### config.mk
export PLATFORM = sky130hd
export DESIGN_NAME = async_waveform_timer
export DESIGN_NICKNAME = d
export VERILOG_FILES = /design/src/verilog/waveform_timer_pkg.sv /design/src/verilog/async_waveform_timer.sv /design/src/verilog/waveform_prescaler.sv
export SDC_FILE = /design/constraint.sdc
export NUM_CORES = 1
export LEC_CHECK = 0
export ABC_AREA = 1
export BUFFER_PORTS_ARGS = -buffer_cell sky130_fd_sc_hd__buf_2
export CORE_AREA = 2 2 151 153
export CTS_CLUSTER_SIZE = 40
export DETAILED_ROUTE_END_ITERATION = 16
export DIE_AREA = 0 0 153 155
export PLACE_DENSITY_LB_ADDON = 0.3
export SLEW_MARGIN = 15
export SYNTH_ARGS = -nofsm -noshare
export SYNTH_HDL_FRONTEND = slang
export SYNTH_SLANG_ARGS = --single-unit
### constraint.sdc
create_clock -name i_clk -period 3.9 [get_ports i_clk]
set_input_delay 0.195 -clock i_clk [delete_from_list [all_inputs] [get_ports i_clk]]
set_output_delay 0.195 -clock i_clk [all_outputs]
set_load 0.1 [all_outputs]
### src/verilog/waveform_timer_pkg.sv
// Constants shared by the waveform timer front end and its prescaler
package waveform_timer_pkg;
   // ---------------------------------------------------------------
   // Widths and crossing latency
   // ---------------------------------------------------------------
   localparam int CNT_W = 12;
   localparam int REG_W = 8;
   localparam logic [2:0] CROSS_CYCLES = 3'h3;
   // ---------------------------------------------------------------
   // Double-buffered register indices
   // ---------------------------------------------------------------
   localparam int NUM_DBUF = 9;
   localparam int DBUF_DLY_CTRL = 0;
   localparam int DBUF_DLY_VAL = 1;
   localparam int DBUF_DIT_CTRL = 2;
   localparam int DBUF_DIT_VAL = 3;
   localparam int DBUF_DBG_CTRL = 4;
   localparam int DBUF_CMPA_SET = 5;
   localparam int DBUF_CMPA_CLR = 6;
   localparam int DBUF_CMPB_SET = 7;
   localparam int DBUF_CMPB_CLR = 8;
   localparam logic [CNT_W-1:0] DBUF_RESET = 12'h000;
   // ---------------------------------------------------------------
   // Static register indices
   // ---------------------------------------------------------------
   localparam int NUM_STAT = 8;
   localparam int STAT_CTRL_B = 0;
   localparam int STAT_CTRL_C = 1;
   localparam int STAT_CTRL_D = 2;
   localparam int STAT_EV_A = 3;
   localparam int STAT_EV_B = 4;
   localparam int STAT_IN_A = 5;
   localparam int STAT_IN_B = 6;
   localparam int STAT_FAULT = 7;
   localparam logic [REG_W-1:0] STAT_RESET = 8'h00;
   // ---------------------------------------------------------------
   // Field positions
   // ---------------------------------------------------------------
   localparam int MIRROR_THIRD_BIT = 0;
   localparam int MIRROR_FOURTH_BIT = 1;
   localparam int EV_TRIG_BIT = 0;
   localparam int EV_ACTION_BIT = 2;
   localparam int IN_MODE_LSB = 0;
   localparam logic [3:0] IN_MODE_MAX = 4'h9;
   localparam int DLY_PRESC_LSB = 4;
   localparam int CMD_W = 4;
   localparam int CMD_SYNC = 0;
   localparam int CMD_RESTART = 1;
   localparam int CMD_DIS_EOC = 2;
   localparam int CMD_SYNC_EOC = 3;
   localparam int FLAG_W = 3;
   localparam int FLAG_OVF = 0;
   localparam int FLAG_CMPA = 1;
   localparam int FLAG_CMPB = 2;
   // ---------------------------------------------------------------
   // Prescaler factors as shift amounts
   // ---------------------------------------------------------------
   localparam logic [2:0] CNT_DIV_LOG_0 = 3'h0;
   localparam logic [2:0] CNT_DIV_LOG_1 = 3'h2;
   localparam logic [2:0] CNT_DIV_LOG_2 = 3'h5;
   localparam int NUM_EXT_SRC = 3;
endpackage

### src/verilog/async_waveform_timer.sv
// Waveform timer front end: register categories, crossings and 12-bit core
//
// What this block does
// - Twelve-bit counter in the core domain, separate from the bus side.
// - Two compare units with own outputs, plus two mirroring outputs.
// - Counter compared continuously; set matches and overflow raise flags, and events where interrupts are enabled.
// - Ten input modes per input event (mode 0 off), steering the outputs only, not the counter.
// - Four clock sources and three separately controlled prescalers.
// - Crossing counts CROSS_CYCLES cycles of i_clk; there is no separate synchronizer clock.
// - Counter clock divided by sync factor times counter factor.
// - Delay prescaler only for blanking and delayed event; others in control A.
// - Each register category crosses into the core its own way.
// - Control A non-enable bits written only with enable already zero.
// - Enable changes only while enable-ready is one.
// - Command register crosses automatically when enabled and no crossing busy.
// - Command bits clear themselves once delivered to the core.
// - Buffered writes while enabled only when command-ready; load on sync/enable.
// - Static registers frozen while enabled.
`timescale 1ns/100ps
module async_waveform_timer
   import waveform_timer_pkg::*;
(
   input wire logic i_clk,
   input wire logic i_rst,
   input wire logic i_control_reg_a_wr,
   input wire logic i_control_reg_a_enable,
   input wire logic [1:0] i_clk_sel,
   input wire logic [1:0] i_sync_presc,
   input wire logic [1:0] i_cnt_presc,
   input wire logic [NUM_EXT_SRC-1:0] i_ext_src,
   input wire logic i_static_wr,
   input wire logic [2:0] i_static_sel,
   input wire logic [REG_W-1:0] i_static_data,
   input wire logic i_dbuf_wr,
   input wire logic [3:0] i_dbuf_sel,
   input wire logic [CNT_W-1:0] i_dbuf_data,
   input wire logic i_cmd_wr,
   input wire logic [CMD_W-1:0] i_cmd_data,
   input wire logic [FLAG_W-1:0] i_int_enable,
   input wire logic [FLAG_W-1:0] i_flag_clear,
   input wire logic i_event_a,
   input wire logic i_event_b,
   output logic o_wave_out_first,
   output logic o_wave_out_second,
   output logic o_wave_out_third,
   output logic o_wave_out_fourth,
   output logic o_enable_ready_flag,
   output logic o_command_ready_status,
   output logic o_enabled,
   output logic [CNT_W-1:0] o_count,
   output logic [CNT_W-1:0] o_capture_value_a,
   output logic [CNT_W-1:0] o_capture_value_b,
   output logic [FLAG_W-1:0] o_interrupt_flag_reg,
   output logic [FLAG_W-1:0] o_flag_event,
   output logic o_delay_tick
);
   typedef struct packed {
      logic en_bus;
      logic [1:0] clk_sel;
      logic [1:0] sync_presc;
      logic [1:0] cnt_presc;
      logic [NUM_STAT-1:0][REG_W-1:0] stat;
      logic [NUM_DBUF-1:0][CNT_W-1:0] dbuf;
      logic [NUM_DBUF-1:0][CNT_W-1:0] dcore;
      logic [CMD_W-1:0] cmd;
      logic [CMD_W-1:0] cmd_core;
      logic [2:0] en_cnt;
      logic [2:0] cmd_cnt;
      logic en_target;
      logic core_en;
      logic enable_ready_flag;
      logic command_ready_status;
      logic [CNT_W-1:0] count;
      logic wave_a;
      logic wave_b;
      logic wave_c;
      logic wave_d;
      logic [1:0] blocked;
      logic [CNT_W-1:0] cap_a;
      logic [CNT_W-1:0] cap_b;
      logic [FLAG_W-1:0] flags;
      logic [FLAG_W-1:0] fevt;
   } timer_t;

   timer_t q_ff;
   timer_t nxt_q;
   logic cnt_tick;
   logic dly_tick;

   // ---------------------------------------------------------------
   // Clock sources and prescalers
   // ---------------------------------------------------------------
   waveform_prescaler u_presc (
      .i_clk(i_clk),
      .i_rst(i_rst),
      .i_run(q_ff.core_en),
      .i_clk_sel(q_ff.clk_sel),
      .i_ext_src(i_ext_src),
      .i_sync_presc(q_ff.sync_presc),
      .i_cnt_presc(q_ff.cnt_presc),
      .i_dly_presc(q_ff.dcore[DBUF_DLY_CTRL][DLY_PRESC_LSB +: 2]),
      .o_cnt_tick(cnt_tick),
      .o_dly_tick(dly_tick)
   );

   function automatic logic input_active(input logic ev, input logic [REG_W-1:0] evc,
                                         input logic [REG_W-1:0] inc);
      logic [3:0] mode;
      mode = inc[IN_MODE_LSB +: 4];
      return ev && evc[EV_TRIG_BIT] && (mode != 4'h0) && (mode <= IN_MODE_MAX);
   endfunction

   always_comb begin
      logic wrap;
      logic apply_sync;
      logic restart;
      logic [CNT_W-1:0] cmp_a_set;
      logic [CNT_W-1:0] cmp_a_clr;
      logic [CNT_W-1:0] cmp_b_set;
      logic [CNT_W-1:0] cmp_b_clr;
      logic [FLAG_W-1:0] hit;
      nxt_q = q_ff;
      wrap = 1'b0;
      apply_sync = 1'b0;
      restart = 1'b0;
      hit = '0;
      cmp_a_set = q_ff.dcore[DBUF_CMPA_SET];
      cmp_a_clr = q_ff.dcore[DBUF_CMPA_CLR];
      cmp_b_set = q_ff.dcore[DBUF_CMPB_SET];
      cmp_b_clr = q_ff.dcore[DBUF_CMPB_CLR];
      // ---------------------------------------------------------------
      // Bus side writes
      // ---------------------------------------------------------------
      if (i_control_reg_a_wr) begin
         if (!q_ff.en_bus) begin
            nxt_q.clk_sel = i_clk_sel;
            nxt_q.sync_presc = i_sync_presc;
            nxt_q.cnt_presc = i_cnt_presc;
         end
         // Enable flips only with no enable crossing in flight
         if (q_ff.enable_ready_flag && (i_control_reg_a_enable != q_ff.en_bus)) begin
            nxt_q.en_bus = i_control_reg_a_enable;
            nxt_q.en_target = i_control_reg_a_enable;
            nxt_q.en_cnt = CROSS_CYCLES;
            nxt_q.enable_ready_flag = 1'b0;
         end
      end
      if (i_static_wr && !q_ff.core_en && !q_ff.en_bus) begin
         nxt_q.stat[i_static_sel] = i_static_data;
      end
      if (i_dbuf_wr && (i_dbuf_sel < 4'(NUM_DBUF)) && (!q_ff.core_en || q_ff.command_ready_status)) begin
         nxt_q.dbuf[i_dbuf_sel] = i_dbuf_data;
      end
      if (i_cmd_wr && q_ff.command_ready_status) begin
         nxt_q.cmd = q_ff.cmd | i_cmd_data;
      end
      // ---------------------------------------------------------------
      // Crossings into the core
      // ---------------------------------------------------------------
      if (q_ff.en_cnt != 3'h0) begin
         nxt_q.en_cnt = q_ff.en_cnt - 3'h1;
         if (q_ff.en_cnt == 3'h1) begin
            nxt_q.core_en = q_ff.en_target;
            nxt_q.enable_ready_flag = 1'b1;
            if (q_ff.en_target) begin
               nxt_q.dcore = q_ff.dbuf;
               nxt_q.count = '0;
               nxt_q.cmd_core = '0;
            end
         end
      end else if (q_ff.cmd_cnt != 3'h0) begin
         nxt_q.cmd_cnt = q_ff.cmd_cnt - 3'h1;
         if (q_ff.cmd_cnt == 3'h1) begin
            nxt_q.cmd_core = q_ff.cmd_core | q_ff.cmd;
            nxt_q.cmd = '0;
            if (q_ff.cmd[CMD_SYNC]) begin
               apply_sync = 1'b1;
            end
            if (q_ff.cmd[CMD_RESTART]) begin
               restart = 1'b1;
            end
         end
      end else if (q_ff.core_en && (q_ff.cmd != '0) && !(i_control_reg_a_wr && q_ff.enable_ready_flag)) begin
         nxt_q.cmd_cnt = CROSS_CYCLES;
      end
      nxt_q.command_ready_status = (nxt_q.cmd == '0) && (nxt_q.cmd_cnt == 3'h0);
      // ---------------------------------------------------------------
      // Core counter, one ramp
      // ---------------------------------------------------------------
      if (q_ff.core_en && cnt_tick) begin
         if (q_ff.count == cmp_b_clr) begin
            wrap = 1'b1;
            nxt_q.count = '0;
            hit[FLAG_OVF] = 1'b1;
            nxt_q.wave_a = 1'b0;
            nxt_q.wave_b = 1'b0;
            nxt_q.blocked = 2'h0;
         end else begin
            nxt_q.count = q_ff.count + 12'h001;
            if (q_ff.count == cmp_a_set) begin
               hit[FLAG_CMPA] = 1'b1;
               nxt_q.wave_a = !q_ff.blocked[0];
            end else if (q_ff.count == cmp_a_clr) begin
               nxt_q.wave_a = 1'b0;
            end
            if (q_ff.count == cmp_b_set) begin
               hit[FLAG_CMPB] = 1'b1;
               nxt_q.wave_b = !q_ff.blocked[1];
            end
         end
      end
      // Restart must win over a counter tick in the same cycle
      if (restart) begin
         nxt_q.count = '0;
      end
      if (wrap && (q_ff.cmd_core[CMD_SYNC_EOC] || nxt_q.cmd_core[CMD_SYNC_EOC])) begin
         apply_sync = 1'b1;
         nxt_q.cmd_core[CMD_SYNC_EOC] = 1'b0;
      end
      if (wrap && q_ff.cmd_core[CMD_DIS_EOC]) begin
         nxt_q.core_en = 1'b0;
         nxt_q.en_bus = 1'b0;
         nxt_q.cmd_core[CMD_DIS_EOC] = 1'b0;
      end
      if (apply_sync) begin
         nxt_q.dcore = q_ff.dbuf;
      end
      // ---------------------------------------------------------------
      // Input events: outputs held off to cycle end, or capture
      // ---------------------------------------------------------------
      if (q_ff.core_en) begin
         if (input_active(i_event_a, q_ff.stat[STAT_EV_A], q_ff.stat[STAT_IN_A])) begin
            nxt_q.wave_a = 1'b0;
            nxt_q.blocked[0] = 1'b1;
         end
         if (input_active(i_event_b, q_ff.stat[STAT_EV_B], q_ff.stat[STAT_IN_B])) begin
            nxt_q.wave_b = 1'b0;
            nxt_q.blocked[1] = 1'b1;
         end
         if (i_event_a && q_ff.stat[STAT_EV_A][EV_ACTION_BIT]) begin
            nxt_q.cap_a = q_ff.count;
         end
         if (i_event_b && q_ff.stat[STAT_EV_B][EV_ACTION_BIT]) begin
            nxt_q.cap_b = q_ff.count;
         end
      end else begin
         nxt_q.wave_a = 1'b0;
         nxt_q.wave_b = 1'b0;
      end
      // Mirror outputs follow the next value so all four switch together
      nxt_q.wave_c = q_ff.stat[STAT_CTRL_C][MIRROR_THIRD_BIT] ? nxt_q.wave_b : nxt_q.wave_a;
      nxt_q.wave_d = q_ff.stat[STAT_CTRL_C][MIRROR_FOURTH_BIT] ? nxt_q.wave_b : nxt_q.wave_a;
      // Set beats a clear arriving in the same cycle
      nxt_q.flags = (q_ff.flags & ~i_flag_clear) | hit;
      nxt_q.fevt = hit & i_int_enable;
   end

   always_ff @(posedge i_clk) begin
      if (i_rst) begin
         q_ff <= '0;
         q_ff.enable_ready_flag <= 1'b1;
         q_ff.command_ready_status <= 1'b1;
      end else begin
         q_ff <= nxt_q;
      end
   end

   assign o_wave_out_first = q_ff.wave_a;
   assign o_wave_out_second = q_ff.wave_b;
   assign o_wave_out_third = q_ff.wave_c;
   assign o_wave_out_fourth = q_ff.wave_d;
   assign o_enable_ready_flag = q_ff.enable_ready_flag;
   assign o_command_ready_status = q_ff.command_ready_status;
   assign o_enabled = q_ff.core_en;
   assign o_count = q_ff.count;
   assign o_capture_value_a = q_ff.cap_a;
   assign o_capture_value_b = q_ff.cap_b;
   assign o_interrupt_flag_reg = q_ff.flags;
   assign o_flag_event = q_ff.fevt;
   assign o_delay_tick = dly_tick;
endmodule

### src/verilog/waveform_prescaler.sv
// Clock source selection and the synchronizer, counter and delay prescalers
`timescale 1ns/100ps
module waveform_prescaler
   import waveform_timer_pkg::*;
(
   input wire logic i_clk,
   input wire logic i_rst,
   input wire logic i_run,
   input wire logic [1:0] i_clk_sel,
   input wire logic [NUM_EXT_SRC-1:0] i_ext_src,
   input wire logic [1:0] i_sync_presc,
   input wire logic [1:0] i_cnt_presc,
   input wire logic [1:0] i_dly_presc,
   output logic o_cnt_tick,
   output logic o_dly_tick
);
   typedef struct packed {
      logic [NUM_EXT_SRC-1:0] s1;
      logic [NUM_EXT_SRC-1:0] s2;
      logic [NUM_EXT_SRC-1:0] s3;
      logic [NUM_EXT_SRC-1:0] lvl;
      logic [2:0] syn_cnt;
      logic [4:0] cnt_cnt;
      logic [2:0] dly_cnt;
      logic cnt_tick;
      logic dly_tick;
   } presc_t;

   presc_t q_ff;
   presc_t nxt_q;

   function automatic logic [2:0] cnt_log(input logic [1:0] sel);
      if (sel == 2'h0) begin
         return CNT_DIV_LOG_0;
      end else if (sel == 2'h1) begin
         return CNT_DIV_LOG_1;
      end else begin
         return CNT_DIV_LOG_2;
      end
   endfunction

   always_comb begin
      logic [NUM_EXT_SRC-1:0] edge_hit;
      logic src_tick;
      logic sync_tick;
      logic [2:0] syn_lim;
      logic [4:0] cnt_lim;
      logic [2:0] dly_lim;
      nxt_q = q_ff;
      nxt_q.s1 = i_ext_src;
      nxt_q.s2 = q_ff.s1;
      nxt_q.s3 = q_ff.s2;
      // A rising pin change counts only once stages two and three agree
      for (int i = 0; i < NUM_EXT_SRC; i++) begin
         edge_hit[i] = (q_ff.s2[i] == q_ff.s3[i]) && q_ff.s2[i] && !q_ff.lvl[i];
         if (q_ff.s2[i] == q_ff.s3[i]) begin
            nxt_q.lvl[i] = q_ff.s2[i];
         end
      end
      src_tick = (i_clk_sel == 2'h0) ? 1'b1 : edge_hit[i_clk_sel - 2'h1];
      syn_lim = 3'((4'h1 << i_sync_presc) - 4'h1);
      cnt_lim = 5'((6'h01 << cnt_log(i_cnt_presc)) - 6'h01);
      dly_lim = 3'((4'h1 << i_dly_presc) - 4'h1);
      sync_tick = 1'b0;
      nxt_q.cnt_tick = 1'b0;
      nxt_q.dly_tick = 1'b0;
      if (!i_run) begin
         nxt_q.syn_cnt = 3'h0;
         nxt_q.cnt_cnt = 5'h00;
         nxt_q.dly_cnt = 3'h0;
      end else if (src_tick) begin
         // Counter clock is source divided by sync factor times count factor
         if (q_ff.syn_cnt >= syn_lim) begin
            nxt_q.syn_cnt = 3'h0;
            sync_tick = 1'b1;
         end else begin
            nxt_q.syn_cnt = q_ff.syn_cnt + 3'h1;
         end
      end
      if (i_run && sync_tick) begin
         if (q_ff.cnt_cnt >= cnt_lim) begin
            nxt_q.cnt_cnt = 5'h00;
            nxt_q.cnt_tick = 1'b1;
         end else begin
            nxt_q.cnt_cnt = q_ff.cnt_cnt + 5'h01;
         end
         // Delay prescaler runs apart, for blanking and delayed event out
         if (q_ff.dly_cnt >= dly_lim) begin
            nxt_q.dly_cnt = 3'h0;
            nxt_q.dly_tick = 1'b1;
         end else begin
            nxt_q.dly_cnt = q_ff.dly_cnt + 3'h1;
         end
      end
   end

   always_ff @(posedge i_clk) begin
      if (i_rst) begin
         q_ff <= '0;
      end else begin
         q_ff <= nxt_q;
      end
   end

   assign o_cnt_tick = q_ff.cnt_tick;
   assign o_dly_tick = q_ff.dly_tick;
endmodule

==> results of run 1 <==
## cell usage after synthesis (all sizes together)
cell	count	area, µm²
dfxtp	210	4200
xor2	7	61.3
a21oi	145	726
o22ai	2	12.5
o41ai	1	8.76
nand3b	2	15.0
and3	2	12.5
nor2	158	596
clkinv	1	3.75
o21a	1	7.51
ha	25	313
nand4	9	56.3
a21o	1	7.51
nand3	37	190
o211ai	2	15.0
nor4	4	25.0
inv	185	694
nand2	188	713
clkbuf	33	124
a211oi	1	7.51
xnor2	21	184
nor3	8	40.0
a31oi	2	12.5
o21ai	174	871
or2	4	25.0
buf	65	449
o31ai	3	22.5
## cell families after synthesis
logic type	after synthesis
AND/OR/NAND/NOR	412
AO/OA/AOI/OAI	332
buffers and inverters	284
flip-flops	210
XOR/XNOR	28
adder cells (fa/ha/maj)	25
## final timing paths
kind / startpoint / end / slack (ns) / cells past startpoint
min reg2reg: u_presc.nxt_q[20] / u_presc.nxt_q[17] / 0.40 / 2
max: o_count[2] / q_ff[156] / 1.26 / 13
max reg2reg: o_count[2] / q_ff[156] / 1.26 / 13
min: i_dbuf_data[11] / q_ff[281] / 0.01 / 3
## through the flow
stage	total power [µW]	utilization
final	5120	0.484
after CTS	5170	0.484
after detailed placement	3010	0.440
after global placement	2990	0.440
after floorplan	2830	-
after global routing	5360	0.484
## worst max-delay path, stage by stage, from the launching register on
cell and delay [ns]:
dfxtp_1 0.72, inv_1 0.13, nand2_1 0.08, nand2_1 0.05, nor2_1 0.08, nand2_1 0.08, nor2_2 0.14, nand3_2 0.16
inv_2 0.09, nand2_1 0.08, nand2_4 0.35, buf_4 0.32, o21ai_0 0.12, a21oi_1 0.14
## layout make-up
class / instances / share of cell area
inverter: 186 / 0.0650
multi-input combinational: 797 / 0.364
timing repair buffer: 136 / 0.0788
antenna: 1 / 0.000233
tap: 285 / 0.0331
clock buffer: 32 / 0.0566
clock inverter: 8 / 0.0112
sequential: 210 / 0.391
## power groups by stage
| stage | Sequential (µW) | Clock, µW | Combinational, µW |
|---|---|---|---|
| after floorplan | 2400 | 0 | 430 |
| after global placement | 2360 | 0 | 635 |
| after detailed placement | 2360 | 0 | 649 |
| after CTS | 2320 | 2180 | 674 |
| after global routing | 2330 | 2270 | 767 |
| final | 2320 | 2130 | 670 |
## layer usage
layer / track usage / wire, µm / up-vias
met4: 0.0534 / 403 / 2
met1: 0.254 / 11000 / 3543
met2: 0.292 / 9770 / 152
met5: 0 / 13 / -
li1: - / - / 4211
met3: 0.0331 / 1010 / 34
==> impl_results.md, run 1 <==
- Worst setup EP type: flop
- Number of flip-flops under the largest register name: ~140
- Ports: 105
- Nets: about 1400
- WS Path Type: reg2reg
- Port bufs: 100
- Most common cell after layout, fill and taps aside: dfxtp_1
- H-tree Lvls: 1
- Commonest cells after routing, fill and taps aside: dfxtp_1, nand2_1, inv_1, o21ai_0, nor2_1
- Combinational Power Share: 0.131
- Syn-to-layout area delta: 14.5%
- DRC: 0
- # resized after CTS: 0
- Part of the power in registers: 0.453
- Fin crit period: between 2 and 3 ns
- Final std cells w/o fill: ~1700
- Placer congestion estimate: 0.840
- Hold-fix buffers, CTS: 26
- First-pass GRT wire length: roughly 36000 µm
- Iter 0 DRT Violations: about 440
- Final setup fails: 0
- Worst path required time: roughly 4.3 ns
- Hold crit path type: in2reg
- Placed Area: about 9800 µm²
- Adder-cell share of the synthesized area: 0.0333
- Die X: roughly 150 µm
- VDD IR max: about 0.2 mV
- Fin crit share: 0.677
- Clock power share: 0.417
- Gr ovfl total: 0
- Mux cell area share after synthesis: 0
- Avg Vias per Cell: 4.80
- Reg clk slew, reported paths: approximately 0.060 ns
- Yosys warnings: 0
- Layout cells sized above 1: 0.115
- Clock Tree Buf Depth: 3
- Synth Area in Compound Gates: 0.180
- WL final: ~22000 µm
- Synth Cell Area: between 9000 and 10000 µm²
- Post-Synth XOR/XNOR Area: 0.0261
- Worst-Skew Late Latency: between 0.5 and 0.6 ns
- Chip height: between 150 and 200 µm
- Max-slew violations: 0
- All-Layer GR Usage: 0.183
- Dpl ws: 1.27 ns
- Most flops, register: q_ff
- Post-synthesis cell type count: 35
- Rows: 55
- Remaining antenna violation count after routing: 0
- Clock skew: between 0.01 and 0.015 ns
- Post-Syn Instances: between 1000 and 1500
- Num CTS Buffers: 23
- Register area share after synthesis: 0.447
- Slew HR: 0.327
- Mean area per synthesized cell: about 7.3 µm²
- Pint: between 3000 and 4000 µW
- Switching part of the total: 0.267
- Crit path launch type: flop
- PnR worst setup slack: between 1 and 1.5 ns
- Seq. cell area: 4200 µm²
- Psw: between 1000 and 1500 µW
- Syn nets: about 1400
- PwrDens: 476 nW/µm²
- Fillers: between 2000 and 2500
- Multi-input gate area: a little under 4000 µm²
- Placed Cells: 1588
- Vias in the first global route: between 7000 and 8000
- RSZ-0062 raised after global routing: no
- DP HPWL: 15300 µm
- Final Instance Area: between 10000 and 15000 µm²
- Hold Slack: around 0.012 ns
- Top flop regs: q_ff (136), u_presc.q_ff (17)
- Largest net degree at the start of global routing: between 100 and 150
- Via count: 7942
- Largest family of logic cells by synthesized area: compound AO/OA/AOI/OAI gates
- Setup TNS: 0 ns
- CTS tree: built
- Initial antenna violation count: 2
- Post-synthesis simple-gate area fraction: 0.178
- Max FO, Critical Path: between 40 and 50
- Crit path DAT: between 3 and 4 ns
- Fmax: 0.379 GHz
- Die Area: approximately 24000 µm²
- Final Hold Viols: 0
- WL per Instance: roughly 13 µm
- Status: finished clean
- Yosys reg bits: 210
- First drt pass iteration count: 5
- Core area: 22200 µm²
- Setup bufs post-CTS: 0
- Leak pwr: 0.00472 µW
- Clock root buffer: clkbuf_16
- Initial Utilization: 0.423
- CTS sink count: 210
- Slew at the pin with the worst max-slew slack: between 1 and 1.5 ns
- Max cap viols: 0
(Power assumes the default switching activity.)
==> inputs of run 2 (changes only) <==
- ABC_AREA: 1 -> 0
- clock period: 3.9 -> 2.65 ns (I/O delays scaled with it)
==> run 2 against run 1 <==
Fmax up 12%. Critical path type unchanged. Routed wire length is 1.6% lower. Largest power group unchanged. Highest routed layer is now met4. Count of clock-buffer cells in the layout up 2. Clock power increased by 45%. Setup slack got worse by 0.97 ns. Die area stayed put.
==> impl_results.md, run 2 <==
- Status: finished clean
- First drt pass iteration count: 5
- First-pass GRT wire length: roughly 36000 µm
- Initial antenna violation count: 0
- Worst R2R Setup Slack: roughly 0.29 ns
- Largest family of logic cells by synthesized area: simple AND/OR/NAND/NOR gates
- Top flop regs: q_ff (136), u_presc.q_ff (17)
- Clock Tree Buf Depth: 3
- Yosys reg bits: 210
- Antenna Cells: 0
- Register area share after synthesis: 0.450
- Crit path DAT: around 2.8 ns
- Layout cells sized above 1: 0.177
- Most common cell after layout, fill and taps aside: dfxtp_1
- Fillers: ~2100
- CTS tree: built
- Via count: approximately 7400
- Hold_sp: i_event_b
- All-Layer GR Usage: 0.182
- Post-synthesis simple-gate area fraction: 0.205
- Setup TNS: 0 ns
- Hold Slack: about 0.031 ns
- VDD IR max: between 0.3 and 0.4 mV
- Syn-to-layout area delta: 17.6%
- EDFF count, synth: 0
- Ports: about 110
- H-tree Lvls: 1
- Die Area: roughly 24000 µm²
- Core area: between 20000 and 25000 µm²
- CTS sink count: 210
- Synth top cells by count: dfxtp_1, nand2_1, nor2_1
- Syn nets: around 1100
- Max cap viols: 0
- Worst path required time: ~3 ns
- Commonest cells after routing, fill and taps aside: dfxtp_1, nand2_1, nor2_1, buf_2, a21oi_1
- Number of flip-flops under the largest register name: ~140
- WL final: approximately 22000 µm
- Final Instance Area: 11000 µm²
- Post-Syn Instances: ~1100
- Setup bufs post-CTS: 0
- Worst R2R Start: q_ff[52]
- Synth Cell Area: approximately 9300 µm²
- Worst setup path endpoint: q_ff[169]
- CP Launch Point: q_ff[52]
- Synth Area in Compound Gates: 0.113
- Vias in the first global route: 6910
- Adder-cell share of the synthesized area: 0.0335
- Hold crit path type: in2reg
- RSZ-0062 raised after global routing: no
- Slew at the pin with the worst max-slew slack: around 0.93 ns
- Reg clk slew, reported paths: around 0.06 ns
- Worst setup EP type: flop
- Final std cells w/o fill: around 1500
- Num CTS Buffers: 24
- Mux cell area share after synthesis: 0.0730
- Iter 0 DRT Violations: between 400 and 500
- Placer congestion estimate: 0.811
- DP HPWL: about 15000 µm
- Fmax: about 0.42 GHz
- Remaining antenna violation count after routing: 0
- Final setup fails: 0
- Mean area per synthesized cell: around 9 µm²
- Nets: approximately 1200
- Port bufs: 100
- Yosys warnings: 0
- Fin crit period: roughly 2.4 ns
- Clock skew: 0.00968 ns
- Chip height: 155 µm
- Main synth FF type: dfxtp_1
- Ys async rst share: 0
- Initial Utilization: 0.420
- Dpl ws: 0.324 ns
- Leak pwr: 0.00466 µW
- Fin crit share: 0.891
- Synth top area cells: dfxtp_1, mux2i_1, nand2_1
- Largest net degree at the start of global routing: 132
- Post-synth top area share: 0.450
- Worst-Skew Late Latency: slightly above 0.5 ns
- Die X: 153 µm
- Post-synthesis cell type count: 56
- Rows: between 50 and 60
- Reg2Reg Depth: 9
- Gr ovfl total: 0
- WS Path Type: reg2reg
- # resized after CTS: 0
- Max FO, Critical Path: 50
- Clock root buffer: clkbuf_16
- Post-synth top area cell: dfxtp_1
- Most flops, register: q_ff
- PnR worst setup slack: 0.288 ns
- DRC: 0
- FF-to-FF End: q_ff[169]
- PwrDens: around 660 nW/µm²
- Placed Area: about 10000 µm²
- Post-Synth XOR/XNOR Area: 0.0495
- Final Hold Viols: 0
- Avg Vias per Cell: approximately 5.1
- Most common cell in the synthesized netlist: dfxtp_1
- Crit path launch type: flop
- Max-slew violations: 0
- Placed Cells: around 1400
- WL per Instance: approximately 15 µm
- Slew HR: 0.382
==> run 2: cell types whose count changed after synthesis, moves of 20 or more <==
cell / delta
mux2i_1: +67
o21ai_0: -161
xor2_1: +30
a21oi_1: -55
nor2_1: -48
inv_1: -153
a21oi_2: +20
==> run 2: routing by layer <==
metal / vias up / wire, µm / global-route usage
met5: - / 0 / 0
met3: 42 / 960 / 0.0245
met2: 171 / 9960 / 0.302
li1: 3721 / - / -
met4: 0 / 542 / 0.0547
met1: 3447 / 10400 / 0.248
==> run 2: layout make-up <==
| class | instances | area (µm²) | share of cell area |
|---|---|---|---|
| sequential | 210 | 4200 | 0.382 |
| clock inverter | 6 | 30.0 | 0.00273 |
| tap | 285 | 357 | 0.0324 |
| timing repair buffer | 170 | 1180 | 0.108 |
| inverter | 23 | 86.3 | 0.00785 |
| clock buffer | 34 | 699 | 0.0636 |
| multi-input combinational | 726 | 4430 | 0.403 |
==> run 2: critical path, stage by stage (launching register included) <==
cell	delay, ns
dfxtp_1	0.40
inv_1	0.10
ha_1	0.23
nor2_1	0.16
and3_1	0.37
a21oi_1	0.18
o31ai_4	0.24
buf_12	0.31
nand2_1	0.11
a21oi_1	0.15
==> run 2: cell families after synthesis <==
group / Yosys count
compound gates: 167
xor+xnor: 52
fa+ha+maj: 25
buf+inv: 123
flops: 210
mux: 68
simple gates: 414
==> run 2: worst min path at each step <==
| stage | to | cells after the start | slack [ns] |
|---|---|---|---|
| 6_report | q_ff[31] | 3 | 0.03 |
| 5_1_grt | q_ff[31] | 3 | 0.02 |
| 4_1_cts | q_ff[31] | 3 | 0.009 |
| 3_5_place_dp | u_presc.nxt_q[21] | 2 | 0.35 |
| 3_3_place_gp | u_presc.nxt_q[21] | 2 | 0.34 |
| 2_1_floorplan | o_flag_event[2] | 2 | 0.25 |
==> run 2: per-stage QoR <==
| step | util | power, µW |
|---|---|---|
| after floorplan | - | 3950 |
| after global placement | 0.441 | 4170 |
| after detailed placement | 0.441 | 4170 |
| after CTS | 0.495 | 7330 |
| after global routing | 0.495 | 7580 |
| final | 0.495 | 7260 |
==> run 2: where the power goes <==
part           internal, µW  switching, µW  total, µW
Clock                  1820           1260       3080
Sequential             3240           75.4       3320
Combinational           328            533        861
Total                  5390           1870       7260
==> run 2: repair_timing <==
item | 4_1_cts | 5_1_grt
hold endpoints to repair | 92 | 0
hold buffers | 45 | 0
setup endpoints to repair | 0 | 0
